--- config.mk ---
export PLATFORM = sky130hd
export DESIGN_NAME = rom_ram_io_bus_decode
export DESIGN_NICKNAME = d
export VERILOG_FILES = /design/src/rtl/addr_match.v /design/src/rtl/rom_ram_io_bus_decode.v
export VERILOG_INCLUDE_DIRS = /design/src /design/src/common
export SDC_FILE = /design/constraint.sdc
export NUM_CORES = 1
export LEC_CHECK = 0
export ABC_AREA = 1
export ABC_CLOCK_PERIOD_IN_PS = 2450
export BUFFER_PORTS_ARGS = -buffer_cell sky130_fd_sc_hd__buf_4
export CAP_MARGIN = 20
export CORE_MARGIN = 2
export CORE_UTILIZATION = 45
export CTS_CLUSTER_DIAMETER = 40
export DETAILED_ROUTE_END_ITERATION = 7
export GPL_ROUTABILITY_DRIVEN = 0
export HOLD_SLACK_MARGIN = 0.08
export PLACE_DENSITY = 0.69
export REMOVE_ABC_BUFFERS = 1
export SYNTH_ARGS = -nofsm -noshare
export SYNTH_HDL_FRONTEND = slang
export SYNTH_SLANG_ARGS = --single-unit
--- constraint.sdc ---
create_clock -name ref_clk -period 2.45 [get_ports ref_clk]
set_input_delay 0.49 -clock ref_clk [delete_from_list [all_inputs] [get_ports ref_clk]]
set_output_delay 0.49 -clock ref_clk [all_outputs]
set_load 0.01 [all_outputs]
--- src/common/rom_ram_io_consts.vh ---
// Purpose: constants for the ROM/RAM/I/O bus decoder
// Assumes: 12 address lines, three chip selects, byte data bus
// Notes:   decode masks are fixed options set here as require-high and care bits
// Overview of operation
// - Initialise input low clears all registers to zero, except output-only port set high, counter and shifter.
// - Reset makes bidirectional lines inputs and drives output-only port high.
// - Reset leaves counter, shifter and interrupts disabled until software enables them.
// - Data bus drivers stay off except while selected for a host read.
// - Direction high reads from the device; direction low writes into it.
// - All data bus transfers are timed by the phase-two clock.
// - Each first and second port line has its own direction bit.
// - Expanded variant adds an output-only 8-bit port and input-only 4-bit port.
// - Output lines drive high and low; input lines float.
// - Seventh second-port line as interrupt output only pulls low.
// - Bits 0-10 pick a ROM byte; bit 11 and selects must match.
// - Bits 0-6 pick a RAM byte; bits 7-11 and selects must match.
// - Bits 0-3 pick the I/O function; bits 4-11 and selects must match.
// - Each decode position is fixed as high, low or ignored.
// - Each chip select shares a port line; a select line is no port line.
// - 40-pin prototype: no ROM, selects ignored, fixed RAM and I/O patterns.
// - 52-pin prototype uses third select; ROM when it and bit 11 high.
// - Prototype RAM ignores address bit 8, mirroring into pages zero and one.
// - I/O operation chosen by low four address bits and direction together.
// - I/O 0-3 port data, 4-7 counter and latch accesses.
// - I/O 8-C serial, flags, enables, controls; D and E direction registers.
`ifndef ROM_RAM_IO_CONSTS_VH
`define ROM_RAM_IO_CONSTS_VH

// Decode variant: 0 masked, 1 forty-pin prototype, 2 fifty-two-pin prototype
`define VARIANT_MASKED       2'h0
`define VARIANT_PROTO_40     2'h1
`define VARIANT_PROTO_52     2'h2

// Match vectors ordered {cs3, cs2, cs1, a11..a0}; care bit set means compared
`define ROM_CARE             15'h0800
`define ROM_HIGH             15'h0800
`define RAM_CARE             15'h0F80
`define RAM_HIGH             15'h0000
`define IO_CARE              15'h0FF0
`define IO_HIGH              15'h0700

// Prototype patterns on a11..a4
`define PROTO_RAM_CARE       12'h0E80
`define PROTO_RAM_HIGH       12'h0000
`define PROTO_IO_CARE        12'h0FF0
`define PROTO_IO_HIGH        12'h0700

// Chip select use on shared lines: bit0 line b4, bit1 line b5, bit2 line d2
`define CS_USE_DEFAULT       3'h0

// I/O function offsets
`define IO_PORT_A            4'h0
`define IO_PORT_B            4'h1
`define IO_PORT_C            4'h2
`define IO_PORT_D            4'h3
`define IO_CNT_LO            4'h4
`define IO_CNT_HI            4'h5
`define IO_LATCH_LO          4'h6
`define IO_LATCH_HI          4'h7
`define IO_SERIAL            4'h8
`define IO_IRQ_FLAG          4'h9
`define IO_IRQ_ENABLE        4'hA
`define IO_AUX_CTRL          4'hB
`define IO_PERIPH_CTRL       4'hC
`define IO_DIR_A             4'hD
`define IO_DIR_B             4'hE

// Reset values
`define RST_BYTE             8'h00
`define RST_PORT_C           8'hFF
`define RST_WORD7            7'h00

// Second port line used as the interrupt request output
`define IRQ_LINE_BIT         6

`endif

--- src/rtl/addr_match.v ---
// Purpose: area decode of address and chip selects for one variant
// Assumes: inputs already synchronous to the phase-two clock
// Notes:   purely combinational; masks are fixed options from the header
`timescale 1ns/1ps
`include "rom_ram_io_consts.vh"

module addr_match #(
    parameter [1:0] VARIANT = `VARIANT_MASKED
) (
    input  wire [11:0] addr,
    input  wire [2:0]  sel,
    output reg         rom_hit,
    output reg         ram_hit,
    output reg         io_hit
);

    // Masked compare: care bits must equal required level
    function match;
        input [14:0] vec;
        input [14:0] care;
        input [14:0] high;
        begin
            match = ((vec ^ high) & care) == 15'h0000;
        end
    endfunction

    wire [14:0] vec = {sel, addr};

    // Pick decode by variant
    always @* begin
        rom_hit = 1'b0;
        ram_hit = 1'b0;
        io_hit  = 1'b0;
        case (VARIANT)
            `VARIANT_PROTO_40: begin
                // No ROM; selects ignored; bit 8 ignored for RAM
                ram_hit = match({3'h0, addr}, {3'h0, `PROTO_RAM_CARE},
                                {3'h0, `PROTO_RAM_HIGH});
                io_hit  = match({3'h0, addr}, {3'h0, `PROTO_IO_CARE},
                                {3'h0, `PROTO_IO_HIGH});
            end
            `VARIANT_PROTO_52: begin
                rom_hit = sel[2] & addr[11];
                ram_hit = ~sel[2] & match({3'h0, addr}, {3'h0, `PROTO_RAM_CARE},
                                          {3'h0, `PROTO_RAM_HIGH});
                io_hit  = ~sel[2] & match({3'h0, addr}, {3'h0, `PROTO_IO_CARE},
                                          {3'h0, `PROTO_IO_HIGH});
            end
            default: begin
                rom_hit = match(vec, `ROM_CARE, `ROM_HIGH);
                ram_hit = match(vec, `RAM_CARE, `RAM_HIGH) & ~rom_hit;
                io_hit  = match(vec, `IO_CARE, `IO_HIGH) & ~rom_hit & ~ram_hit;
            end
        endcase
    end

endmodule

--- src/rtl/rom_ram_io_bus_decode.v ---
// Purpose: host bus port, area decode and register file of ROM/RAM/I/O part
// Assumes: ref_clk stands for the phase-two clock; host bus synchronous to it
// Notes:   counter, serial, edge and handshake internals are outside this block
`timescale 1ns/1ps
`include "rom_ram_io_consts.vh"

module rom_ram_io_bus_decode #(
    parameter [1:0] VARIANT = `VARIANT_MASKED,
    parameter [2:0] CS_USE  = `CS_USE_DEFAULT
) (
    input  wire        ref_clk,
    input  wire        arst_n,
    input  wire        clk_en,
    input  wire        init_low_input_n,
    input  wire [11:0] addr,
    input  wire        read_not_write,
    input  wire [7:0]  data_in,
    output reg  [7:0]  data_out,
    output wire        data_oe,
    input  wire [7:0]  first_port_lines_in,
    output wire [7:0]  first_port_lines_out,
    output wire [7:0]  first_port_lines_oe,
    input  wire [6:0]  second_port_lines_in,
    output wire [6:0]  second_port_lines_out,
    output wire [6:0]  second_port_lines_oe,
    output wire [7:0]  output_only_lines,
    input  wire [3:0]  input_only_lines,
    input  wire        irq_pending,
    input  wire [15:0] counter_value,
    input  wire [7:0]  serial_read_data,
    input  wire [6:0]  irq_flag_value,
    output reg         counter_load,
    output reg  [15:0] counter_latch,
    output reg         serial_write,
    output reg  [7:0]  serial_write_data,
    output reg         flag_clear,
    output reg  [6:0]  flag_clear_mask,
    output reg         port_a_access,
    output reg         serial_access,
    output reg         counter_lo_read,
    output reg         upper_latch_write,
    output reg  [7:0]  aux_control,
    output reg  [7:0]  periph_control,
    output reg  [6:0]  irq_enable,
    output wire        rom_sel,
    output wire [10:0] rom_addr,
    input  wire [7:0]  rom_data,
    output wire [3:0]  input_only_sync
);

    // Three-stage pin synchronisers; change accepted when stages two and three agree
    reg  [7:0] pa_s1_q, pa_s2_q, pa_s3_q, pa_q;
    reg  [6:0] pb_s1_q, pb_s2_q, pb_s3_q, pb_q;
    reg  [3:0] pd_s1_q, pd_s2_q, pd_s3_q, pd_q;
    reg        rs_s1_q, rs_s2_q, rs_s3_q, rs_q;

    always @(posedge ref_clk or negedge arst_n) begin
        if (!arst_n) begin
            pa_s1_q <= 8'h00; pa_s2_q <= 8'h00; pa_s3_q <= 8'h00; pa_q <= 8'h00;
            pb_s1_q <= 7'h00; pb_s2_q <= 7'h00; pb_s3_q <= 7'h00; pb_q <= 7'h00;
            pd_s1_q <= 4'h0;  pd_s2_q <= 4'h0;  pd_s3_q <= 4'h0;  pd_q <= 4'h0;
            rs_s1_q <= 1'b0;  rs_s2_q <= 1'b0;  rs_s3_q <= 1'b0;  rs_q <= 1'b0;
        end else if (clk_en) begin
            pa_s1_q <= first_port_lines_in;
            pa_s2_q <= pa_s1_q;
            pa_s3_q <= pa_s2_q;
            pa_q    <= (pa_s2_q & pa_s3_q) | (pa_q & (pa_s2_q ^ pa_s3_q));
            pb_s1_q <= second_port_lines_in;
            pb_s2_q <= pb_s1_q;
            pb_s3_q <= pb_s2_q;
            pb_q    <= (pb_s2_q & pb_s3_q) | (pb_q & (pb_s2_q ^ pb_s3_q));
            pd_s1_q <= input_only_lines;
            pd_s2_q <= pd_s1_q;
            pd_s3_q <= pd_s2_q;
            pd_q    <= (pd_s2_q & pd_s3_q) | (pd_q & (pd_s2_q ^ pd_s3_q));
            rs_s1_q <= init_low_input_n;
            rs_s2_q <= rs_s1_q;
            rs_s3_q <= rs_s2_q;
            if (rs_s2_q == rs_s3_q) begin
                rs_q <= rs_s2_q;
            end
        end
    end

    assign input_only_sync = pd_q;

    // Chip select lines, always taken from shared port lines b4, b5 and d2, whatever CS_USE chooses
    wire [2:0] sel = {pd_q[2], pb_q[5], pb_q[4]};

    wire rom_hit, ram_hit, io_hit;

    addr_match #(
        .VARIANT (VARIANT)
    ) u_match (
        .addr    (addr),
        .sel     (sel),
        .rom_hit (rom_hit),
        .ram_hit (ram_hit),
        .io_hit  (io_hit)
    );

    wire       in_reset = ~rs_q;
    wire [3:0] io_fn    = addr[3:0];
    wire       wr_io    = io_hit & ~read_not_write & ~in_reset;
    wire       rd_io    = io_hit & read_not_write & ~in_reset;

    assign rom_sel  = rom_hit & read_not_write;
    assign rom_addr = addr[10:0];

    // Decoded one-hot function strobe helper
    function is_fn;
        input [3:0] fn;
        input [3:0] want;
        begin
            is_fn = (fn == want);
        end
    endfunction

    // RAM kept in local array; contents survive reset
    reg [7:0] ram_mem [0:127];

    always @(posedge ref_clk) begin
        if (clk_en && ram_hit && !read_not_write && !in_reset) begin
            ram_mem[addr[6:0]] <= data_in;
        end
    end

    // Registers cleared by the initialise input, all but serial_write_data and port_c_q, which is set high
    reg [7:0] port_a_q, port_c_q, dir_a_q;
    reg [6:0] port_b_q, dir_b_q;

    always @(posedge ref_clk or negedge arst_n) begin
        if (!arst_n) begin
            port_a_q          <= `RST_BYTE;
            port_b_q          <= `RST_WORD7;
            port_c_q          <= `RST_PORT_C;
            dir_a_q           <= `RST_BYTE;
            dir_b_q           <= `RST_WORD7;
            counter_latch     <= 16'h0000;
            aux_control       <= `RST_BYTE;
            periph_control    <= `RST_BYTE;
            irq_enable        <= `RST_WORD7;
            serial_write_data <= `RST_BYTE;
            flag_clear_mask   <= `RST_WORD7;
        end else if (clk_en) begin
            if (in_reset) begin
                port_a_q          <= `RST_BYTE;
                port_b_q          <= `RST_WORD7;
                port_c_q          <= `RST_PORT_C;
                dir_a_q           <= `RST_BYTE;
                dir_b_q           <= `RST_WORD7;
                counter_latch     <= 16'h0000;
                aux_control       <= `RST_BYTE;
                periph_control    <= `RST_BYTE;
                irq_enable        <= `RST_WORD7;
                flag_clear_mask   <= `RST_WORD7;
            end else if (wr_io) begin
                // Write side of the I/O function table
                case (io_fn)
                    `IO_PORT_A:      port_a_q <= data_in;
                    `IO_PORT_B:      port_b_q <= data_in[6:0];
                    `IO_PORT_C:      port_c_q <= data_in;
                    `IO_CNT_LO:      counter_latch[7:0]  <= data_in;
                    `IO_CNT_HI:      counter_latch[15:8] <= data_in;
                    `IO_LATCH_LO:    counter_latch[7:0]  <= data_in;
                    `IO_LATCH_HI:    counter_latch[15:8] <= data_in;
                    `IO_SERIAL:      serial_write_data <= data_in;
                    `IO_IRQ_FLAG:    flag_clear_mask <= data_in[6:0];
                    `IO_IRQ_ENABLE:  irq_enable <= data_in[6:0];
                    `IO_AUX_CTRL:    aux_control <= data_in;
                    `IO_PERIPH_CTRL: periph_control <= data_in;
                    `IO_DIR_A:       dir_a_q <= data_in;
                    `IO_DIR_B:       dir_b_q <= data_in[6:0];
                    default: begin
                    end
                endcase
            end
        end
    end

    // One-cycle side-effect strobes; reads of write-only slots raise none
    always @(posedge ref_clk or negedge arst_n) begin
        if (!arst_n) begin
            counter_load      <= 1'b0;
            serial_write      <= 1'b0;
            flag_clear        <= 1'b0;
            port_a_access     <= 1'b0;
            serial_access     <= 1'b0;
            counter_lo_read   <= 1'b0;
            upper_latch_write <= 1'b0;
        end else if (clk_en) begin
            counter_load      <= wr_io & is_fn(io_fn, `IO_CNT_HI);
            serial_write      <= wr_io & is_fn(io_fn, `IO_SERIAL);
            flag_clear        <= wr_io & is_fn(io_fn, `IO_IRQ_FLAG);
            port_a_access     <= (wr_io | rd_io) & is_fn(io_fn, `IO_PORT_A);
            serial_access     <= (wr_io | rd_io) & is_fn(io_fn, `IO_SERIAL);
            counter_lo_read   <= rd_io & is_fn(io_fn, `IO_CNT_LO);
            upper_latch_write <= wr_io & (is_fn(io_fn, `IO_CNT_HI) |
                                          is_fn(io_fn, `IO_LATCH_HI));
        end
    end

    // Pin read value: outputs read back latch, inputs read the pin
    wire [7:0] pa_read = (port_a_q & dir_a_q) | (pa_q & ~dir_a_q);
    wire [6:0] pb_read = (port_b_q[6:0] & dir_b_q) | (pb_q & ~dir_b_q);

    // Read mux, registered so data comes from flip-flops
    reg [7:0] rd_d;
    always @* begin
        rd_d = 8'h00;
        if (rom_hit) begin
            rd_d = rom_data;
        end else if (ram_hit) begin
            rd_d = ram_mem[addr[6:0]];
        end else if (io_hit) begin
            case (io_fn)
                `IO_PORT_A:      rd_d = pa_read;
                `IO_PORT_B:      rd_d = {1'b0, pb_read};
                `IO_CNT_LO:      rd_d = counter_value[7:0];
                `IO_CNT_HI:      rd_d = counter_value[15:8];
                `IO_SERIAL:      rd_d = serial_read_data;
                `IO_IRQ_FLAG:    rd_d = {irq_pending, irq_flag_value};
                `IO_IRQ_ENABLE:  rd_d = {1'b0, irq_enable};
                `IO_AUX_CTRL:    rd_d = aux_control;
                `IO_PERIPH_CTRL: rd_d = periph_control;
                default:         rd_d = 8'h00;
            endcase
        end
    end

    reg rd_act_q;
    always @(posedge ref_clk or negedge arst_n) begin
        if (!arst_n) begin
            data_out <= 8'h00;
            rd_act_q <= 1'b0;
        end else if (clk_en) begin
            data_out <= rd_d;
            rd_act_q <= read_not_write & (rom_hit | ram_hit | io_hit) & ~in_reset;
        end
    end

    // Bus drivers on only for a selected read
    assign data_oe = rd_act_q;

    // Port drivers; select lines and interrupt line handled apart
    wire irq_line_used = periph_control[0];
    wire [6:0] cs_mask = {1'b0, CS_USE[1], CS_USE[0], 4'h0};
    wire [6:0] irq_mask = {irq_line_used, 6'h00};

    assign first_port_lines_out = port_a_q;
    assign first_port_lines_oe  = dir_a_q;
    // Interrupt line only pulls low, so it can share a pull-up with others
    assign second_port_lines_out = port_b_q[6:0] & ~irq_mask;
    assign second_port_lines_oe  = (dir_b_q & ~cs_mask & ~irq_mask) |
                                   (irq_mask & {irq_pending, 6'h00});
    assign output_only_lines = port_c_q;

endmodule

==> flow_summary.toml <==
[global_routing]
grt_pass1_vias = 36138
grt_pass1_wl_um = 223000
grt_max_degree = 98
grt.overflow.total = 0
grt_usage_pct = 25.7
antenna_found_initial = 2

[yosys]
ys_ff_latch = 1212
synth_ff_type = "edfxtp_1"
seq_area_frac_synth_pct = 69.8
syn-cell-area_um2 = 50800
synth_edf_count = 1024
async_reset_ff_share_pct = 15.5
postSynthCellCount = 4860
avgSynthCellArea_um2 = 10.5
synth_cell_type_count = 40
yosysWarningCount = 0

[final_layout]
final_cell_mix = "nand2_1 (2147), edfxtp_1 (1024), buf_4 (587), nor2_1 (344), inv_1 (269)"
area_growth_pct = 23.5
final_common_cell = "nand2_1"
multi_input_area_um2 = 12900
regArea_um2 = 35500
n_antenna_cell = 0
fillers = 9140
final_net_count = 5555
final_cells = 7080
drive_above_1_share_pct = 17.5

[floorplanning]
rows = 123
die_w_um = 340
core_area_um2 = 112000
dieArea_um2 = 116000
start_util_pct = 45.3
io_pins = 208
die_h_um = 340

[worst_setup_path]
cp_data_arrival_time_ns = 2.69
crit_required_ns = 2.92
worstPathMaxFanout = 5
worstSetupPathType = "input pin to flip-flop"
cp-start-kind = "input pin"
cp-end-kind = "flip-flop"

[sta]
fin_skew_ns = 0.0215
tightest_slew_ns = 0.863
period_share_pct = 91.0
report.final.hold_viol_count = 0
period_minus_slack_ns = 2.23
setup-tns-final_ns = 0
rsz0062_at_grt = "no"
report.final.slew_viol_count = 0
setup_viol = 0
whs_ns = 0.129
timing.fmax_mhz = 449
relSlewSlack_pct = 42.5

[routing]
routed-wl-met3_um = 14300
drt_iter0_drc = 4697
routedWlPerCell_um = 21.2
avgViaCountPerCell = 5.33
wl_met1_um = 58700
wl_met2_um = 70800
drc_errors = 1
top_layer_used = "met5"
num_vias = 37771
first_pass_iters = 8
postRouteAntennaNets = 0
wl_um = 150000

[place]
portBuffers = 207
place_inst = 6774
dp_hpwl_um = 98600

[clock_tree]
clock_latency_ns = 0.75
cts_buffer_depth = 3
cts-root-buf = "clkbuf_16"
htreeDepth = 4
clk_pin_slew_ns = 0.06
clock-sinks = 1212
cts_tree = "built"
cts_buffers = 154

[power_and_ir_drop]
max-vdd-ir-drop_mv = 0.656
leakage_uw = 0.0266
p_per_area_nw_per_um2 = 789

[flow_run]
maxCapViolations = 0

[status]
violations = "DRC"
outcome = "finished with violations"

[hold_path]
hold_class = "input pin to flip-flop"
## per-stage QoR
step	util, %	setup WS [ns]	power, uW	instance area (um^2)
after floorplan	-	-1.94	24600	49500
after global placement	51.0	-0.387	26800	57200
after detailed placement	51.0	-0.421	26800	57200
after CTS	55.9	0.248	49600	62700
after global routing	55.9	0.188	50800	62700
final	55.9	0.221	49500	62700
## layer usage
| metal | global-route usage (%) | vias to the layer above |
|---|---|---|
| met5 | 0 | - |
| met4 | 11.0 | 4 |
| met3 | 4.61 | 378 |
| met2 | 41.2 | 2007 |
| met1 | 34.4 | 18216 |
| li1 | - | 17166 |
## report_power, final
group          total (uW)  switching [uW]  internal, uW
Clock               23000            9120         13900
Combinational        3650            2420          1220
Sequential          22900             215         22700
Total               49500           11800         37700
## cell families after synthesis
logic type      after synthesis  synth area share (%)
compound gates              299                  3.09
fa+ha+maj                    19                 0.468
buf+inv                     527                  4.71
flops                      1212                  69.8
mux                          14                 0.305
simple gates               2789                  21.6
## worst max-delay path: stages
cell and delay, ns:
dlygate4sd3_1 0.54, buf_4 0.16, nor2_1 0.26, nand2_1 0.24
nor2_4 0.21, nand2_2 0.12, buf_4 0.21, nor2_1 0.25
buf_4 0.20
## path summary, 6_finish.rpt
path,from,end,slack (ns),cells past startpoint
min,rom_data[7],data_out[7],0.13,5
max reg2reg,rs_q,ram_mem[119][6],0.26,8
max,read_not_write,ram_mem[119][6],0.22,9
min reg2reg,pb_s1_q[6],pb_s1_q[6],0.47,2
max in group asynchronous,arst_n,output_only_lines[7],1.38,3
min in group asynchronous,arst_n,pd_s2_q[3],0.32,2
## cells in the mapped netlist, drive strengths merged, types with 8 or more instances
library cell	number	share of area (%)
clkbuf	65	0.48
inv	276	2.1
mux2	12	0.27
nand2	2159	16
nand4	39	0.48
o21ai	196	2.0
a21oi	91	0.90
edfxtp	1024	61
dfrtp	180	8.9
nand3	229	2.3
nor2	358	2.8
dfstp	8	0.41
buf	183	2.2
ha	19	0.47
## cell type report
type	count	share of cell area, %
clock buffer	180	6.47
tap	1500	2.99
clock inverter	104	1.94
inverter	279	1.70
multi-input combinational	3121	20.6
timing repair buffer	684	9.74
sequential	1212	56.5
## flip-flops by register name, indices dropped and copies added, names as in the netlist, 8 cells and up
name / cells
ram_mem: 1024
counter_latch: 16
aux_control: 8
data_out: 8
first_port_lines_oe: 8
first_port_lines_out: 8
output_only_lines: 8
pa_q: 8
pa_s1_q: 8
pa_s2_q: 8
pa_s3_q: 8
periph_control: 8
serial_write_data: 8
## repair_timing
item,4_1_cts,5_1_grt
setup buffers,0,0
resized for setup,0,0
hold buffers,22,0
hold endpoints to repair,79,0
Note: power is estimated with default switching activity, not from simulation.
